$ cat src/rtl/video_ctrl_pkg.sv
// Constants for the video encoder control register bank.
// Assumes a single 125 MHz core clock and a two-wire serial host port.
package video_ctrl_pkg;

  localparam int NUM_REGS = 10;
  localparam logic [7:0] LAST_INDEX = 8'h09;

  // Register indices
  localparam logic [7:0] IDX_POWER_CONTROL = 8'h00;
  localparam logic [7:0] IDX_MODE_SELECT = 8'h01;
  localparam logic [7:0] IDX_PRIMARY_MODE = 8'h02;
  localparam logic [7:0] IDX_COEF_LSBS_FIRST = 8'h03;
  localparam logic [7:0] IDX_COEF_LSBS_PACKED = 8'h04;
  localparam logic [7:0] IDX_COEF_GREEN_LUMA_MSBS = 8'h05;
  localparam logic [7:0] IDX_COEF_GREEN_U_MSBS = 8'h06;
  localparam logic [7:0] IDX_COEF_GREEN_V_MSBS = 8'h07;
  localparam logic [7:0] IDX_COEF_BLUE_U_MSBS = 8'h08;
  localparam logic [7:0] IDX_COEF_RED_V_MSBS = 8'h09;

  // Reset values, by index
  localparam logic [7:0] RESET_VALUE [NUM_REGS] = '{
    8'h12, 8'h00, 8'h20, 8'h03, 8'hf0, 8'h4e, 8'h0e, 8'h24, 8'h92, 8'h7c
  };

  // Power control fields
  localparam int PWR_SLEEP = 0;
  localparam int PWR_PLL1_OFF = 1;
  localparam int PWR_DAC3 = 2;
  localparam int PWR_DAC2 = 3;
  localparam int PWR_DAC1 = 4;
  localparam int PWR_DAC6 = 5;
  localparam int PWR_DAC5 = 6;
  localparam int PWR_DAC4 = 7;

  // Mode select fields
  localparam int MS_EDGE_LO = 1;
  localparam int MS_EDGE_HI = 2;
  localparam int MS_INPUT_LO = 4;
  localparam int MS_INPUT_HI = 6;
  localparam int MS_BUS_SWAP = 7;

  // Primary mode fields
  localparam int PM_EXT_INTERLACE = 1;
  localparam int PM_BLACK_BAR = 2;
  localparam int PM_MANUAL_CSC = 3;
  localparam int PM_SYNC_ON_RGB = 4;
  localparam int PM_LUMA_COLOR_DIFF = 5;
  localparam int PM_SD_SYNC_OUT = 6;
  localparam int PM_HD_SYNC_OUT = 7;

  // Coefficient remainder positions; green luma sits in the first LSB register, the rest are packed
  localparam int LSB_GREEN_LUMA = 0;
  localparam int LSB_GREEN_U = 0;
  localparam int LSB_GREEN_V = 2;
  localparam int LSB_BLUE_U = 4;
  localparam int LSB_RED_V = 6;

  // Built-in conversion matrix
  localparam logic [9:0] BUILTIN_GREEN_LUMA = 10'h13b;
  localparam logic [9:0] BUILTIN_GREEN_U = 10'h038;
  localparam logic [9:0] BUILTIN_GREEN_V = 10'h090;
  localparam logic [9:0] BUILTIN_BLUE_U = 10'h24b;
  localparam logic [9:0] BUILTIN_RED_V = 10'h1f3;

  // Serial port: seven-bit slave address with the strap as bit 0
  localparam logic [6:0] SLAVE_ADDR_BASE = 7'h6a;
  localparam logic [2:0] LAST_BIT = 3'h7;
  localparam logic [2:0] FIRST_BIT = 3'h0;
  localparam logic SDA_LOW = 1'h0;

endpackage

$ cat src/rtl/video_encoder_control_regs.sv
// Control register bank of a video encoder with its two-wire serial slave port.
// Assumes scl/sda/strap are asynchronous pins; companion pattern enables come
// from registers elsewhere on the same clock.
`timescale 1ns/1ps
`default_nettype none

module video_encoder_control_regs
  import video_ctrl_pkg::*;
(
  // Clock and reset
  input wire logic clk,
  input wire logic reset,
  // Serial host pins
  input wire logic scl_i,
  input wire logic sda_i,
  output logic sda_o,
  output logic sda_oe_n,
  input wire logic addr_strap_i,
  // Companion pattern enables
  input wire logic hd_pattern_en_i,
  input wire logic sd_pattern_en_i,
  // Power controls
  output logic [5:0] dac_power_on,
  output logic pll1_power_on,
  output logic oversampling_on,
  // Mode controls
  output logic [1:0] ddr_edge_align,
  output logic [2:0] input_mode,
  output logic bus_swap,
  output logic ext_interlace_sync,
  output logic black_bar_hd,
  output logic black_bar_sd,
  output logic sync_on_rgb,
  output logic luma_color_difference,
  output logic sd_sync_out_en,
  output logic hd_sync_out_en,
  // Active colour space conversion coefficients
  output logic [9:0] coef_green_luma,
  output logic [9:0] coef_green_u,
  output logic [9:0] coef_green_v,
  output logic [9:0] coef_blue_u,
  output logic [9:0] coef_red_v
);
  import video_ctrl_pkg::*;

  typedef enum logic [3:0] {
    ST_IDLE, ST_DEV_ADDR, ST_ADDR_ACK, ST_POINTER, ST_POINTER_ACK,
    ST_WR_DATA, ST_WR_ACK, ST_RD_DATA, ST_RD_ACK
  } port_state_e;

  logic [2:0] scl_sync_q, sda_sync_q, strap_sync_q;
  logic scl_q, sda_q, strap_q;
  logic scl_rise, scl_fall, start_seen, stop_seen;
  port_state_e state_q;
  logic [2:0] bit_cnt_q;
  logic [7:0] shift_q, tx_q, pointer_bits_q;
  logic byte_done_q, ack_ok_q, read_q, host_ack_q;
  logic [7:0] rx_byte;
  logic pointer_valid, wr_strobe, drive_low, ack_phase;
  logic [7:0] regs_q [NUM_REGS];

  // Filtered pin levels: a change counts once the second and third stages agree
  always_ff @(posedge clk) begin
    if (reset) begin
      scl_sync_q <= 3'h7;
      sda_sync_q <= 3'h7;
      strap_sync_q <= 3'h0;
    end else begin
      scl_sync_q <= {scl_sync_q[1:0], scl_i};
      sda_sync_q <= {sda_sync_q[1:0], sda_i};
      strap_sync_q <= {strap_sync_q[1:0], addr_strap_i};
    end
  end

  always_ff @(posedge clk) begin
    if (reset) begin
      scl_q <= 1'h1;
      sda_q <= 1'h1;
      strap_q <= 1'h0;
    end else begin
      if (scl_sync_q[1] == scl_sync_q[2]) scl_q <= scl_sync_q[2];
      if (sda_sync_q[1] == sda_sync_q[2]) sda_q <= sda_sync_q[2];
      if (strap_sync_q[1] == strap_sync_q[2]) strap_q <= strap_sync_q[2];
    end
  end

  logic scl_next, sda_next;
  always_comb begin
    scl_next = (scl_sync_q[1] == scl_sync_q[2]) ? scl_sync_q[2] : scl_q;
    sda_next = (sda_sync_q[1] == sda_sync_q[2]) ? sda_sync_q[2] : sda_q;
    scl_rise = scl_next & ~scl_q;
    scl_fall = ~scl_next & scl_q;
    start_seen = scl_q & scl_next & sda_q & ~sda_next;
    stop_seen = scl_q & scl_next & ~sda_q & sda_next;
    rx_byte = {shift_q[6:0], sda_next};
    pointer_valid = (pointer_bits_q <= LAST_INDEX);
    ack_phase = (state_q == ST_ADDR_ACK) || (state_q == ST_POINTER_ACK)
                || (state_q == ST_WR_ACK) || (state_q == ST_RD_ACK);
    // Whole byte stored on the same clock that samples its eighth bit
    wr_strobe = scl_rise && (state_q == ST_WR_DATA) && (bit_cnt_q == LAST_BIT)
                && pointer_valid;
  end

  // Bit counter, receive shifter and per-byte acknowledge decision
  always_ff @(posedge clk) begin
    if (reset) begin
      bit_cnt_q <= FIRST_BIT;
      shift_q <= 8'h00;
      byte_done_q <= 1'h0;
      ack_ok_q <= 1'h0;
      host_ack_q <= 1'h0;
    end else if (start_seen || stop_seen) begin
      bit_cnt_q <= FIRST_BIT;
      byte_done_q <= 1'h0;
    end else if (scl_rise) begin
      if (state_q == ST_RD_ACK) host_ack_q <= ~sda_next;
      // Acknowledge clocks carry no data bit, so they are not counted
      if (!ack_phase) begin
        shift_q <= rx_byte;
        if (bit_cnt_q == LAST_BIT) begin
          byte_done_q <= 1'h1;
          bit_cnt_q <= FIRST_BIT;
          case (state_q)
            ST_DEV_ADDR: ack_ok_q <= (rx_byte[7:1] == {SLAVE_ADDR_BASE[6:1], strap_q});
            ST_POINTER: ack_ok_q <= (rx_byte <= LAST_INDEX);
            ST_WR_DATA: ack_ok_q <= pointer_valid;
            default: ack_ok_q <= 1'h1;
          endcase
        end else begin
          bit_cnt_q <= bit_cnt_q + 3'h1;
        end
      end
    end else if (scl_fall && byte_done_q) begin
      byte_done_q <= 1'h0;
    end
  end

  // Serial port sequencing
  always_ff @(posedge clk) begin
    if (reset) begin
      state_q <= ST_IDLE;
      read_q <= 1'h0;
    end else if (stop_seen) begin
      state_q <= ST_IDLE;
    end else if (start_seen) begin
      state_q <= ST_DEV_ADDR;
    end else if (scl_fall) begin
      case (state_q)
        ST_DEV_ADDR: if (byte_done_q) begin
          state_q <= ack_ok_q ? ST_ADDR_ACK : ST_IDLE;
          read_q <= shift_q[0];
        end
        ST_ADDR_ACK: state_q <= read_q ? ST_RD_DATA : ST_POINTER;
        ST_POINTER: if (byte_done_q) state_q <= ack_ok_q ? ST_POINTER_ACK : ST_IDLE;
        ST_POINTER_ACK: state_q <= ST_WR_DATA;
        ST_WR_DATA: if (byte_done_q) state_q <= ack_ok_q ? ST_WR_ACK : ST_IDLE;
        ST_WR_ACK: state_q <= ST_WR_DATA;
        ST_RD_DATA: if (byte_done_q) state_q <= ST_RD_ACK;
        ST_RD_ACK: state_q <= host_ack_q ? ST_RD_DATA : ST_IDLE;
        default: state_q <= ST_IDLE;
      endcase
    end
  end

  // Pointer: loaded from the second byte, advanced by each stored write byte and by each read byte below the last index
  always_ff @(posedge clk) begin
    if (reset) begin
      pointer_bits_q <= IDX_POWER_CONTROL;
    end else if (scl_fall && byte_done_q && state_q == ST_POINTER && ack_ok_q) begin
      pointer_bits_q <= shift_q;
    end else if (wr_strobe) begin
      pointer_bits_q <= pointer_bits_q + 8'h01;
    end else if (scl_fall && byte_done_q && state_q == ST_RD_DATA
                 && pointer_bits_q < LAST_INDEX) begin
      // Reads past the top keep returning the last register
      pointer_bits_q <= pointer_bits_q + 8'h01;
    end
  end

  // Transmit shifter: loaded as each read byte starts
  always_ff @(posedge clk) begin
    if (reset) begin
      tx_q <= 8'hff;
    end else if (scl_fall) begin
      if ((state_q == ST_ADDR_ACK && read_q) || (state_q == ST_RD_ACK && host_ack_q)) begin
        tx_q <= pointer_valid ? regs_q[pointer_bits_q[3:0]] : 8'hff;
      end else if (state_q == ST_RD_DATA && !byte_done_q) begin
        tx_q <= {tx_q[6:0], 1'h1};
      end
    end
  end

  always_comb begin
    drive_low = (state_q == ST_ADDR_ACK) || (state_q == ST_POINTER_ACK)
                || (state_q == ST_WR_ACK) || (state_q == ST_RD_DATA && !tx_q[7]);
  end

  always_ff @(posedge clk) begin
    if (reset) sda_oe_n <= 1'h1;
    else sda_oe_n <= ~drive_low;
  end

  assign sda_o = SDA_LOW;

  // Register storage, one word per index
  genvar gi;
  generate
    for (gi = 0; gi < NUM_REGS; gi++) begin : g_reg
      always_ff @(posedge clk) begin
        if (reset) regs_q[gi] <= RESET_VALUE[gi];
        else if (wr_strobe && pointer_bits_q[3:0] == 4'(gi)) regs_q[gi] <= rx_byte;
      end
    end
  endgenerate

  // Decoded controls, held in flip-flops
  logic [7:0] pwr, msel, pmode, lsb1, lsbp;
  always_comb begin
    pwr = regs_q[IDX_POWER_CONTROL[3:0]];
    msel = regs_q[IDX_MODE_SELECT[3:0]];
    pmode = regs_q[IDX_PRIMARY_MODE[3:0]];
    lsb1 = regs_q[IDX_COEF_LSBS_FIRST[3:0]];
    lsbp = regs_q[IDX_COEF_LSBS_PACKED[3:0]];
  end

  always_ff @(posedge clk) begin
    if (reset) begin
      dac_power_on <= 6'h00;
      pll1_power_on <= 1'h0;
      oversampling_on <= 1'h0;
    end else begin
      // DAC order 1..6 on bits 0..5 all gated by sleep
      dac_power_on <= {pwr[PWR_DAC6], pwr[PWR_DAC5], pwr[PWR_DAC4],
                       pwr[PWR_DAC3], pwr[PWR_DAC2], pwr[PWR_DAC1]}
                      & {6{~pwr[PWR_SLEEP]}};
      pll1_power_on <= ~pwr[PWR_SLEEP] & ~pwr[PWR_PLL1_OFF];
      oversampling_on <= ~pwr[PWR_SLEEP] & ~pwr[PWR_PLL1_OFF];
    end
  end

  always_ff @(posedge clk) begin
    if (reset) begin
      ddr_edge_align <= 2'h0;
      input_mode <= 3'h0;
      bus_swap <= 1'h0;
      ext_interlace_sync <= 1'h0;
      black_bar_hd <= 1'h0;
      black_bar_sd <= 1'h0;
      sync_on_rgb <= 1'h0;
      luma_color_difference <= 1'h0;
      sd_sync_out_en <= 1'h0;
      hd_sync_out_en <= 1'h0;
    end else begin
      ddr_edge_align <= msel[MS_EDGE_HI:MS_EDGE_LO];
      input_mode <= msel[MS_INPUT_HI:MS_INPUT_LO];
      bus_swap <= msel[MS_BUS_SWAP];
      ext_interlace_sync <= pmode[PM_EXT_INTERLACE];
      black_bar_hd <= pmode[PM_BLACK_BAR] & hd_pattern_en_i;
      black_bar_sd <= pmode[PM_BLACK_BAR] & sd_pattern_en_i;
      sync_on_rgb <= pmode[PM_SYNC_ON_RGB];
      luma_color_difference <= pmode[PM_LUMA_COLOR_DIFF];
      sd_sync_out_en <= pmode[PM_SD_SYNC_OUT];
      hd_sync_out_en <= pmode[PM_HD_SYNC_OUT];
    end
  end

  always_ff @(posedge clk) begin
    if (reset) begin
      coef_green_luma <= BUILTIN_GREEN_LUMA;
      coef_green_u <= BUILTIN_GREEN_U;
      coef_green_v <= BUILTIN_GREEN_V;
      coef_blue_u <= BUILTIN_BLUE_U;
      coef_red_v <= BUILTIN_RED_V;
    end else if (pmode[PM_MANUAL_CSC]) begin
      coef_green_luma <= {regs_q[IDX_COEF_GREEN_LUMA_MSBS[3:0]],
                          lsb1[LSB_GREEN_LUMA +: 2]};
      coef_green_u <= {regs_q[IDX_COEF_GREEN_U_MSBS[3:0]], lsbp[LSB_GREEN_U +: 2]};
      coef_green_v <= {regs_q[IDX_COEF_GREEN_V_MSBS[3:0]], lsbp[LSB_GREEN_V +: 2]};
      coef_blue_u <= {regs_q[IDX_COEF_BLUE_U_MSBS[3:0]], lsbp[LSB_BLUE_U +: 2]};
      coef_red_v <= {regs_q[IDX_COEF_RED_V_MSBS[3:0]], lsbp[LSB_RED_V +: 2]};
    end else begin
      coef_green_luma <= BUILTIN_GREEN_LUMA;
      coef_green_u <= BUILTIN_GREEN_U;
      coef_green_v <= BUILTIN_GREEN_V;
      coef_blue_u <= BUILTIN_BLUE_U;
      coef_red_v <= BUILTIN_RED_V;
    end
  end

endmodule

`default_nettype wire

$ cat config.mk
export PLATFORM = sky130hd
export DESIGN_NAME = video_encoder_control_regs
export DESIGN_NICKNAME = d
export VERILOG_FILES = /design/src/rtl/video_ctrl_pkg.sv /design/src/rtl/video_encoder_control_regs.sv
export SDC_FILE = /design/constraint.sdc
export NUM_CORES = 1
export LEC_CHECK = 0
export ABC_CLOCK_PERIOD_IN_PS = 5400
export BUFFER_PORTS_ARGS = -buffer_cell sky130_fd_sc_hd__buf_2
export CORE_ASPECT_RATIO = 0.8
export CORE_MARGIN = 2
export CORE_UTILIZATION = 55
export CTS_BUF_LIST = sky130_fd_sc_hd__clkbuf_4 sky130_fd_sc_hd__clkbuf_8
export CTS_CLUSTER_DIAMETER = 80
export DETAILED_ROUTE_END_ITERATION = 8
export PLACE_DENSITY_LB_ADDON = 0.15
export SLEW_MARGIN = 20
export SYNTH_ARGS = -nofsm -noshare
export SYNTH_HDL_FRONTEND = slang
export SYNTH_SLANG_ARGS = --single-unit
$ cat constraint.sdc
create_clock -name clk -period 5.4 [get_ports clk]
set_input_delay 1.08 -clock clk [delete_from_list [all_inputs] [get_ports clk]]
set_output_delay 1.08 -clock clk [all_outputs]
set_load 0.03 [all_outputs]
* Word-level counts from Yosys, hierarchy flattened
Memories as Yosys holds them, arrays and structs flattened. A register that Yosys moved wholly into a read port is not among the register bits. Index checks and enable logic that the tools add are counted.
Operators by class: $add $sub $neg 2, $lt $le $gt $ge 3, equal/unequal tests 32, mux-type cells 70, bitwise operators 33, reductions and logical operators 49
Operators with widths (number):
- 2-to-1 mux 8 bit | 16
- 2-to-1 mux 1 bit | 40
- == test 4 x 3 -> 1 bit, second input constant | 8
- case mux 4 bit (7 select lines) | 1
- 2-to-1 mux 4 bit | 6
- logical AND 1 bit | 22
- == test 4 x 2 -> 1 bit, second input constant | 4
- <= comparator 8 x 4 -> 1 bit, second input constant | 2
- 2-to-1 mux 3 bit | 5
- AND reduction 5 bit | 3
- == test 4 bit, second input constant | 3
- inequality test 3 bit, second input constant | 4
- inverter 1 bit | 12
- AND 1 bit | 10
- inequality test 2 bit, second input constant | 5
- OR 1 bit | 10
- AND reduction 3 bit | 3
- adder 8 x 1 -> 8 bit, second input constant | 1
- == test 4 x 1 -> 1 bit, second input constant | 2
- < comparator 8 x 4 -> 1 bit, second input constant | 1
- OR reduction 2 bit | 4
- == test 7 bit | 1
- AND 6 bit | 1
- logical OR 1 bit | 6
- other kinds (13) | 19
Word-level totals: register bits after elaboration 62, RAM bits 80, bits of input ports 7, output and inout port bits 73, word-level logic and storage cells 216, memories 1
Memories:
- regs_q | depth 10, bits a word 8, read ports 11, clocked after Yosys merged registers in 9, write ports 10, line video_encoder_control_regs.sv:60 | logic [7:0] regs_q [NUM_REGS];

* Depth between registers and ports, before layout
Gate-level depths: netlist of run 1.
depth after elaboration 12, depth in mapped cells 8, gate-level depth less buffers 7

* Least setup slack after synthesis of run 1
OpenSTA, ideal clock, no wires.
path type input port to flip-flop, start in reset, end mem regs_q[2][5] (data pin), library setup time 0.265 ns, arrival 1.992 ns, slack 3.143 ns, stages on the path 4, buffers on the path 1, cells stage by stage nor4_4 -> nand2_1 -> clkbuf_1 -> or3_1
RTL lines:
- start, declared | line video_encoder_control_regs.sv:12 | input wire logic reset,
- end, declared | line video_encoder_control_regs.sv:60

==> out/qor.txt, run 1 <==
Synthesis Warnings: 0
min-delay src: sda_sync_q[0]
Crit. Startpoint: pointer_bits_q[1]
top cells by area, synth: dfxtp_1, edfxtp_1, and2_1
post-CTS sizing: 0
Tot GR Track Use: 23.1%
final WL: 18.2 mm
CTS Buf Count: 34
RSZ-0062 raised after global routing: false
fin util: 64.5%
post-synth top area cell: dfxtp_1
Syn Inst Count: 670
CTS clk-pin slew, worst paths: 0.06 ns
Async S/R FF share, synth: 0%
post-synthesis sequential area ratio: 59.8%
Cell Area, Synth: 8100 sq um
hold depth: 1
worst clock skew: 0.0214 ns
share of the synthesized area in the top cell type: 30.1%
RR Endpoint: regs_q[4][5]
EDFF count, synth: 80
# nets final: 756
Slew Limit Fails: 0
Top delay family on crit path: compound AO/OA/AOI/OAI gates
worst flop-to-flop path startpoint: pointer_bits_q[1]
Slew @ Worst Pin: 0.976 ns
CTS tree: done
number of DRC markers in iteration 0: 454
Hold Crit Endpoint: sda_sync_q[1]
Initial Util: 56.5%
Post-CTS Setup Bufs: 0
Syn Area/Cell: 12.1 sq um
final instance area: 9260 sq um
startpoint types: register
area grow syn2layout: 14.3%
Pwr per Cell Area: 349 nW/um^2
Setup crit end kind: register
clk sinks: 202
Die Width: 140 um
Max IR drop VDD: 0.260 mV
Yosys reg bits: 202
row count: 39
Layout fillers: 1131
synth unique cells: 68
GP Congestion: 0.858
CP max FO: 12
Placed Area: 8530 sq um
latest clock arrival within the worst-skew pair: 0.50 ns
Max Freq: 0.369 GHz
Vias/cell: 5.64
CP Buf/Inv Count: 1
Primary FF master, synth: dfxtp_1
largest net degree at the start of global routing: 65
Wirelength per Cell: 19.2 um
Die Area: 15700 sq um
reg-to-reg slack, setup: 2.69 ns
final setup vio count: 0
outcome: completed
syn nets: 684
DRT antenna net count: 0
Longest Clk Path Bufs: 3
Arrival @ worst endpoint: 2.84 ns
DRC: 0
gr ovfl total: 0
layout cells sized above 1: 25.7%
Final TNS setup: 0 ns
hold_ws: 0.426 ns
drt pass-1 iters: 7
H-tree levels: 2
vias in the first global route: 5151
critical path cell sequence: inv_1, ha_1, o21bai_1, a21oi_4, nand2_2, nor3b_2, a21o_1
slowest CP cell: a21o_1
first-pass GRT wire length: 28.2 mm
CTS Hold Bufs: 0
Tmin final: 2.71 ns
diode count: 0
Rel. slew slack: 34.5%
Max Cap Viol: 0
HPWL after DPL: 12.4 mm
Tot Pwr: 3.23 mW
P_leak: 3.52 nW
period utilization: 50.2%
Worst R2R Path Depth: 7
CP max stage delay: 0.46 ns
vias post-DR: 5356
IO Pins: 80
Hold Path Class: register to register
final hold vios: 0
IO Port Bufs: 78
Required @ worst endpoint: 5.53 ns
Crit Path Class: register to register
CTS root buffer: clkbuf_8
chip height: 113 um
core area: 14300 sq um
initial antenna violation count: 1
==> kinds of logic (layout without fill, tap and decap cells) <==
logic type	count (synthesis)	in the layout	share of synthesized area, %
other	1	1	0.0463
and+or+nand+nor	273	273	20.0
DFF	202	202	59.8
muxes	35	35	6.96
AOI/OAI and AO/OA	97	97	8.86
adders and majority gates	7	7	1.08
buffers and inverters	52	148	2.96
xor gates and xnor gates	3	3	0.324
==> synth_stat cells, types with 3 or more instances <==
cell and instances:
nor2_1 35, inv_1 6, or2_2 6, nand3b_1 4
a21oi_1 24, and3_1 8, ha_1 7, nor3_1 11
buf_4 5, nand2_2 3, clkbuf_1 27, mux2i_1 8
edfxtp_1 80, nand2_1 33, or2_1 3, a21o_1 10
nor2b_1 19, buf_2 9, o21bai_1 3, and4_1 3
or3_1 13, o21ai_0 10, mux4_2 16, and2_1 71
mux2_2 11, nand2b_1 36, dfxtp_1 122, o21a_1 4
nand3_1 5, a211o_1 7, nor3_2 4, a311oi_1 7
a22oi_1 15
==> flip-flops by register name (all words and copies together), names as in the netlist, 4 cells and up, named ones only <==
| name | flops |
|---|---|
| coef_green_v | 10 |
| coef_red_v | 10 |
| tx_q | 8 |
| pointer_bits_q | 8 |
| shift_q | 8 |
| dac_power_on | 6 |
| coef_green_luma | 10 |
| coef_blue_u | 10 |
| regs_q | 80 |
| state_q | 4 |
| coef_green_u | 10 |
==> stage by stage <==
stage / cells / setup slack (ns)
after floorplan: 670 / 3.14
after global placement: 890 / 2.70
after detailed placement: 890 / 2.67
after CTS: 950 / 2.74
after global routing: 950 / 2.57
final: 950 / 2.69
==> layout make-up <==
class                           count  area, sq um  share of cell area, %
Sequential cell                   202         4840                   52.3
Multi-Input combinational cell    416         3020                   32.6
Clock buffer                       55          669                   7.23
Timing Repair Buffer               81          413                   4.46
Tap cell                          184          230                   2.49
Clock inverter                      5         53.8                  0.581
Inverter                            7         26.3                  0.284
==> cells in the final DEF, fill, tap and decap left out, types with 8 or more instances in the layout <==
cell / count
clkbuf_8: 41
dfxtp_1: 122
clkbuf_4: 14
nor3_1: 11
nor2b_1: 18
nor2_1: 35
and3_1: 8
a21o_1: 10
a21oi_1: 24
mux4_2: 16
nand2_1: 33
nand2b_1: 36
mux2i_1: 8
edfxtp_1: 80
and2_1: 71
mux2_2: 11
buf_2: 78
or3_1: 13
a22oi_1: 15
o21ai_0: 10
==> worst max path at each step <==
stage | end | slack [ns] | depth (start not counted)
floorplan | regs_q[2][5] | 3.14 | 4
global placement | regs_q[7][5] | 2.70 | 5
detailed placement | regs_q[8][1] | 2.67 | 5
CTS | regs_q[4][5] | 2.74 | 7
global route | regs_q[4][5] | 2.57 | 7
finish | regs_q[4][5] | 2.69 | 7
==> power breakdown <==
part           total, mW  switching [mW]  internal, mW  leakage, nW
sequential          1.67          0.0265          1.64         1.77
combinational      0.152           0.102        0.0495         1.36
clock               1.41           0.579         0.831        0.379
total               3.23           0.707          2.52         3.52
==> layer usage <==
layer  track usage [%]  part of all wire [%]  vias up
met1              33.0                    45     2602
met4              8.00                   1.8        0
met5                 0                     0        -
met3              4.48                   7.9       28
li1                  -                     -     2520
met2              35.6                    46      206
==> worst reg2reg max path, delay by kind of cell (launching register included) <==
kind                       cells  cell delay, ns
AOI/OAI and AO/OA              3            1.03
adders and majority gates      1            0.34
buffers and inverters          1            0.13
DFF                            1            0.33
and+or+nand+nor                2            0.50
Power figures use the tool's default switching activity.
==> run 2: changes to the inputs <==
- ABC_CLOCK_PERIOD_IN_PS: 5400 -> 2650
- clock period: 5.4 -> 2.65 ns (I/O delays scaled with it)
==> run 2 against run 1 <==
Net effect: routed wire length is 1.4% higher; clock-buffer cell count decreased by 8; utilization is 0.35 points higher; largest cell class unchanged; cell count rose by 1.5%.
==> out/qor.txt, run 2 (synthesized netlist as in run 1, its figures left out) <==
period utilization: 93.1%
Longest Clk Path Bufs: 3
GP Congestion: 0.872
Max Freq: 0.405 GHz
Hold Path Class: input pin to register
hold depth: 2
layout cells sized above 1: 26.8%
row count: 39
largest net degree at the start of global routing: 65
Max Cap Viol: 0
Pwr per Cell Area: 688 nW/um^2
worst clock skew: 0.0298 ns
internal power: 4.95 mW
Slew @ Worst Pin: 0.723 ns
vias in the first global route: 5412
NetSw: 1.46 mW
final hold vios: 0
commonest cells after routing, fill and taps aside: dfxtp_1, edfxtp_1, buf_2
Final TNS setup: 0 ns
IO Port Bufs: 78
CTS tree: done
Tmin final: 2.47 ns
P_leak: 3.58 nW
Layout fillers: 1117
startpoint types: register
area grow syn2layout: 14.9%
CTS clk-pin slew, worst paths: 0.06 ns
max FFs per register: 80
outcome: completed
first-pass GRT wire length: 29.2 mm
Die Area: 15700 sq um
most common cell after layout, fill and taps aside: dfxtp_1
fin util: 64.9%
diode count: 0
Max IR drop VDD: 0.425 mV
Initial Util: 56.5%
Slew Limit Fails: 0
combinational power share: 4.9%
CTS root buffer: clkbuf_8
Top reg by flops: regs_q
Crit Path Class: register to register
final WL: 18.5 mm
final setup vio count: 0
Post-CTS Setup Bufs: 0
gr ovfl total: 0
drt pass-1 iters: 5
CTS Buf Count: 34
Arrival @ worst endpoint: 2.62 ns
CTS Hold Bufs: 0
Required @ worst endpoint: 2.80 ns
Vias/cell: 5.68
number of DRC markers in iteration 0: 585
core area: 14300 sq um
chip height: 113 um
vias post-DR: 5478
IO Pins: 80
Die Width: 140 um
RSZ-0062 raised after global routing: false
DRT antenna net count: 0
Seq pwr share: 53.0%
Setup crit end kind: register
Rel. slew slack: 51.7%
H-tree levels: 2
# nets final: 771
post-CTS sizing: 0
Wirelength per Cell: 19.2 um
clock power share: 42.1%
latest clock arrival within the worst-skew pair: 0.50 ns
initial antenna violation count: 0
HPWL after DPL: 12.8 mm
DRC: 0
Worst R2R Path Depth: 7
CP max FO: 8
clk sinks: 202
switching fraction of total power: 22.7%
Tot GR Track Use: 23.9%
==> run 2: final timing paths <==
check / startpoint / endpoint / slack, ns
hold reg to reg: sda_sync_q[0] / sda_sync_q[1] / 0.40
setup / recovery: bit_cnt_q[0] / regs_q[8][7] / 0.18
hold / removal: sda_i / sda_sync_q[0] / 0.23
setup reg to reg: bit_cnt_q[0] / regs_q[8][7] / 0.18
==> run 2: area by class of cell <==
type                            instances  area [sq um]  share of cell area, %
Sequential cell                       202          4840                   52.1
Multi-Input combinational cell        416          3020                   32.5
Clock buffer                           47           572                   6.14
Timing Repair Buffer                   96           526                   5.65
Tap cell                              184           230                   2.47
Clock inverter                         12          88.8                  0.954
Inverter                                7          26.3                  0.282
==> run 2: routing by layer <==
metal  part of all wire (%)  vias up  track usage, %
met3                    7.6       45            5.08
li1                       -     2555               -
met4                    2.6        0            8.47
met1                     45     2640            34.0
met2                     45      238            36.6
met5                      0        -               0
==> run 2: power by group through the flow <==
stage          clock (mW)  sequential [mW]  combinational (mW)
5_1_grt              2.89             3.40               0.334
6_report             2.70             3.39               0.315
3_5_place_dp            0             3.46               0.315
2_1_floorplan           0             3.53               0.135
4_1_cts              2.74             3.39               0.316
3_3_place_gp            0             3.46               0.311
==> run 2: worst max-delay path, cell delays in order (launching register included) <==
cell and delay [ns]:
dfxtp_1 0.35, ha_1 0.16, ha_1 0.20, nand4b_1 0.20
nor3_2 0.40, nand2_2 0.15, nor3b_2 0.29, a21o_1 0.39
==> run 2: metrics by stage <==
stage | cell area, sq um | total power [mW] | setup slack (ns) | hold WS (ns) | instances
6_report | 9310 | 6.40 | 0.183 | 0.229 | 964
5_1_grt | 9310 | 6.63 | 0.00473 | 0.211 | 964
4_1_cts | 9310 | 6.45 | 0.173 | 0.212 | 964
3_5_place_dp | 8650 | 3.77 | 0.146 | 0.392 | 905
3_3_place_gp | 8650 | 3.77 | 0.210 | 0.394 | 905
2_1_floorplan | 8100 | 3.66 | 0.539 | 0.389 | 670
==> run 3: changes to the inputs <==
- ABC_AREA: unset -> 1
==> run 3 against run 2 <==
Net effect: sequential share of layout area is 0.098 points lower; final area is 0.19% higher; fmax is 8.0% higher; clock power is 6% lower; non-clock buffer count is 8 lower; synthesized cell count is 38% higher; critical path type unchanged; highest routed layer unchanged.
==> out/qor.txt, run 3 <==
Max IR drop VDD: 0.497 mV
Die Width: 141 um
Setup crit end kind: register
EDFF count, synth: 80
CTS root buffer: clkbuf_8
gr ovfl total: 0
post-synth top area cell: dfxtp_1
RR Endpoint: regs_q[1][2]
IO Port Bufs: 78
syn nets: 936
Arrival @ worst endpoint: 2.50 ns
GP Congestion: 0.856
Yosys reg bits: 202
most common library cells after synthesis: nand2_1, nor2_1, dfxtp_1
startpoint types: register
Synthesis Warnings: 0
Rel. slew slack: 36.1%
Top reg by flops: regs_q
Slew @ Worst Pin: 0.958 ns
Syn Inst Count: 922
Longest Clk Path Bufs: 3
worst flop-to-flop path startpoint: bit_cnt_q[0]
final setup vio count: 0
CTS tree: done
synth unique cells: 36
# nets final: 1014
area grow syn2layout: 13.6%
Pwr per Cell Area: 654 nW/um^2
worst clock skew: 0.0160 ns
Initial Util: 56.8%
Slew Limit Fails: 0
max FFs per register: 80
most numerous cell in the Yosys netlist: nand2_1
Tot Pwr: 6.10 mW
Post-CTS Setup Bufs: 0
Wirelength per Cell: 15.9 um
chip height: 113 um
fin util: 64.6%
DRT antenna net count: 0
CTS clk-pin slew, worst paths: 0.06 ns
initial antenna violation count: 0
clk sinks: 202
HPWL after DPL: 13.0 mm
diode count: 0
DRC: 0
CP max FO: 12
final hold vios: 0
first-pass GRT wire length: 30.3 mm
row count: 39
crit path to: regs_q[1][2]
final instance area: 9330 sq um
Die Area: 15900 sq um
final WL: 19.2 mm
Worst R2R Path Depth: 8
vias in the first global route: 5691
Required @ worst endpoint: 2.86 ns
register area: 4840 sq um
reg-to-reg slack, setup: 0.37 ns
core area: 14400 sq um
post-synthesis sequential area ratio: 59.0%
Crit. Startpoint: bit_cnt_q[0]
Placed Area: 8710 sq um
RSZ-0062 raised after global routing: false
Vias/cell: 5.19
Final TNS setup: 0 ns
hold_ws: 0.171 ns
Syn Area/Cell: 8.90 sq um
latest clock arrival within the worst-skew pair: 0.55 ns
Layout fillers: 1238
post-CTS sizing: 0
Cell Area, Synth: 8210 sq um
Max Freq: 0.438 GHz
largest net degree at the start of global routing: 49
outcome: completed
drt pass-1 iters: 5
Max Cap Viol: 0
IO Pins: 80
Crit Path Class: register to register
Primary FF master, synth: dfxtp_1
hold depth: 2
Tot GR Track Use: 24.4%
commonest cells after routing, fill and taps aside: nand2_1, nor2_1, dfxtp_1
vias post-DR: 6266
most common cell after layout, fill and taps aside: nand2_1
CTS Buf Count: 30
Hold Path Class: input pin to register
number of DRC markers in iteration 0: 569
top cells by area, synth: dfxtp_1, edfxtp_1, nand2_1
period utilization: 86.2%
Tmin final: 2.28 ns
layout cells sized above 1: 19.0%
H-tree levels: 1
share of the synthesized area in the top cell type: 29.8%
P_leak: 3.95 nW
Async S/R FF share, synth: 0%
CTS Hold Bufs: 0
area of the multi-input gates: 2740 sq um
-- run 3: changes by cell type in the layout (fill, tap and decap cells not counted), moves of 36 or more --
cell      before  now
nand2b_1      36    0
nand3_1        5   52
nor2_1        35  165
nand2_1       33  168
inv_1          6  104
and2_1        71    0
-- run 3: power breakdown --
part / switching, mW / internal [mW] / total [mW]
Clock: 1.15 / 1.38 / 2.54
Combinational: 0.173 / 0.0547 / 0.228
Sequential: 0.0297 / 3.30 / 3.33
Total: 1.36 / 4.74 / 6.10
-- run 3: metrics by stage --
step | cells | worst slack, ns
2_1_floorplan | 922 | 0.764
3_3_place_gp | 1152 | 0.484
3_5_place_dp | 1152 | 0.409
4_1_cts | 1208 | 0.386
5_1_grt | 1208 | 0.191
6_report | 1208 | 0.366
-- run 3: logic make-up after synthesis --
group	after synthesis	synth area share [%]
AND/OR/NAND/NOR	438	23.7
flip-flops	202	59.0
buffers and inverters	155	7.58
AO/OA/AOI/OAI	114	8.06
adder cells (fa/ha/maj)	7	1.07
XOR/XNOR	5	0.534
other	1	0.0457
-- run 3: final cells by class --
cell class,instances,share of cell area [%]
flip-flops and latches,202,52.0
multi-input cells,565,29.4
clock buffers,48,6.21
repair buffers,88,4.99
inverters,113,4.55
well taps,184,2.47
clock inverters,8,0.416
-- run 3: worst min-delay path by stage --
stage	startpoint	end	slack [ns]
2_1_floorplan	strap_sync_q[0]	strap_sync_q[1]	0.39
3_3_place_gp	scl_sync_q[0]	scl_sync_q[1]	0.39
3_5_place_dp	scl_sync_q[0]	scl_sync_q[1]	0.39
4_1_cts	scl_i	scl_sync_q[0]	0.15
5_1_grt	scl_i	scl_sync_q[0]	0.16
6_report	scl_i	scl_sync_q[0]	0.17
-- run 3: worst max-delay path, cell delays in order, from the launching register on --
cell and delay [ns]:
dfxtp_1 0.35, ha_1 0.16, ha_1 0.17, inv_1 0.08, nor2_2 0.20, nand4_4 0.30, nor2_4 0.31, nand2_1 0.08
nand2_1 0.30
-- run 3: metal layers --
metal  track usage [%]  vias up  wire length, um
li1                  -     3115                -
met1              36.9     2864             9090
met2              35.7      255             8130
met3              5.37       32             1650
met4              6.40        0              327
met5                 0        -                0
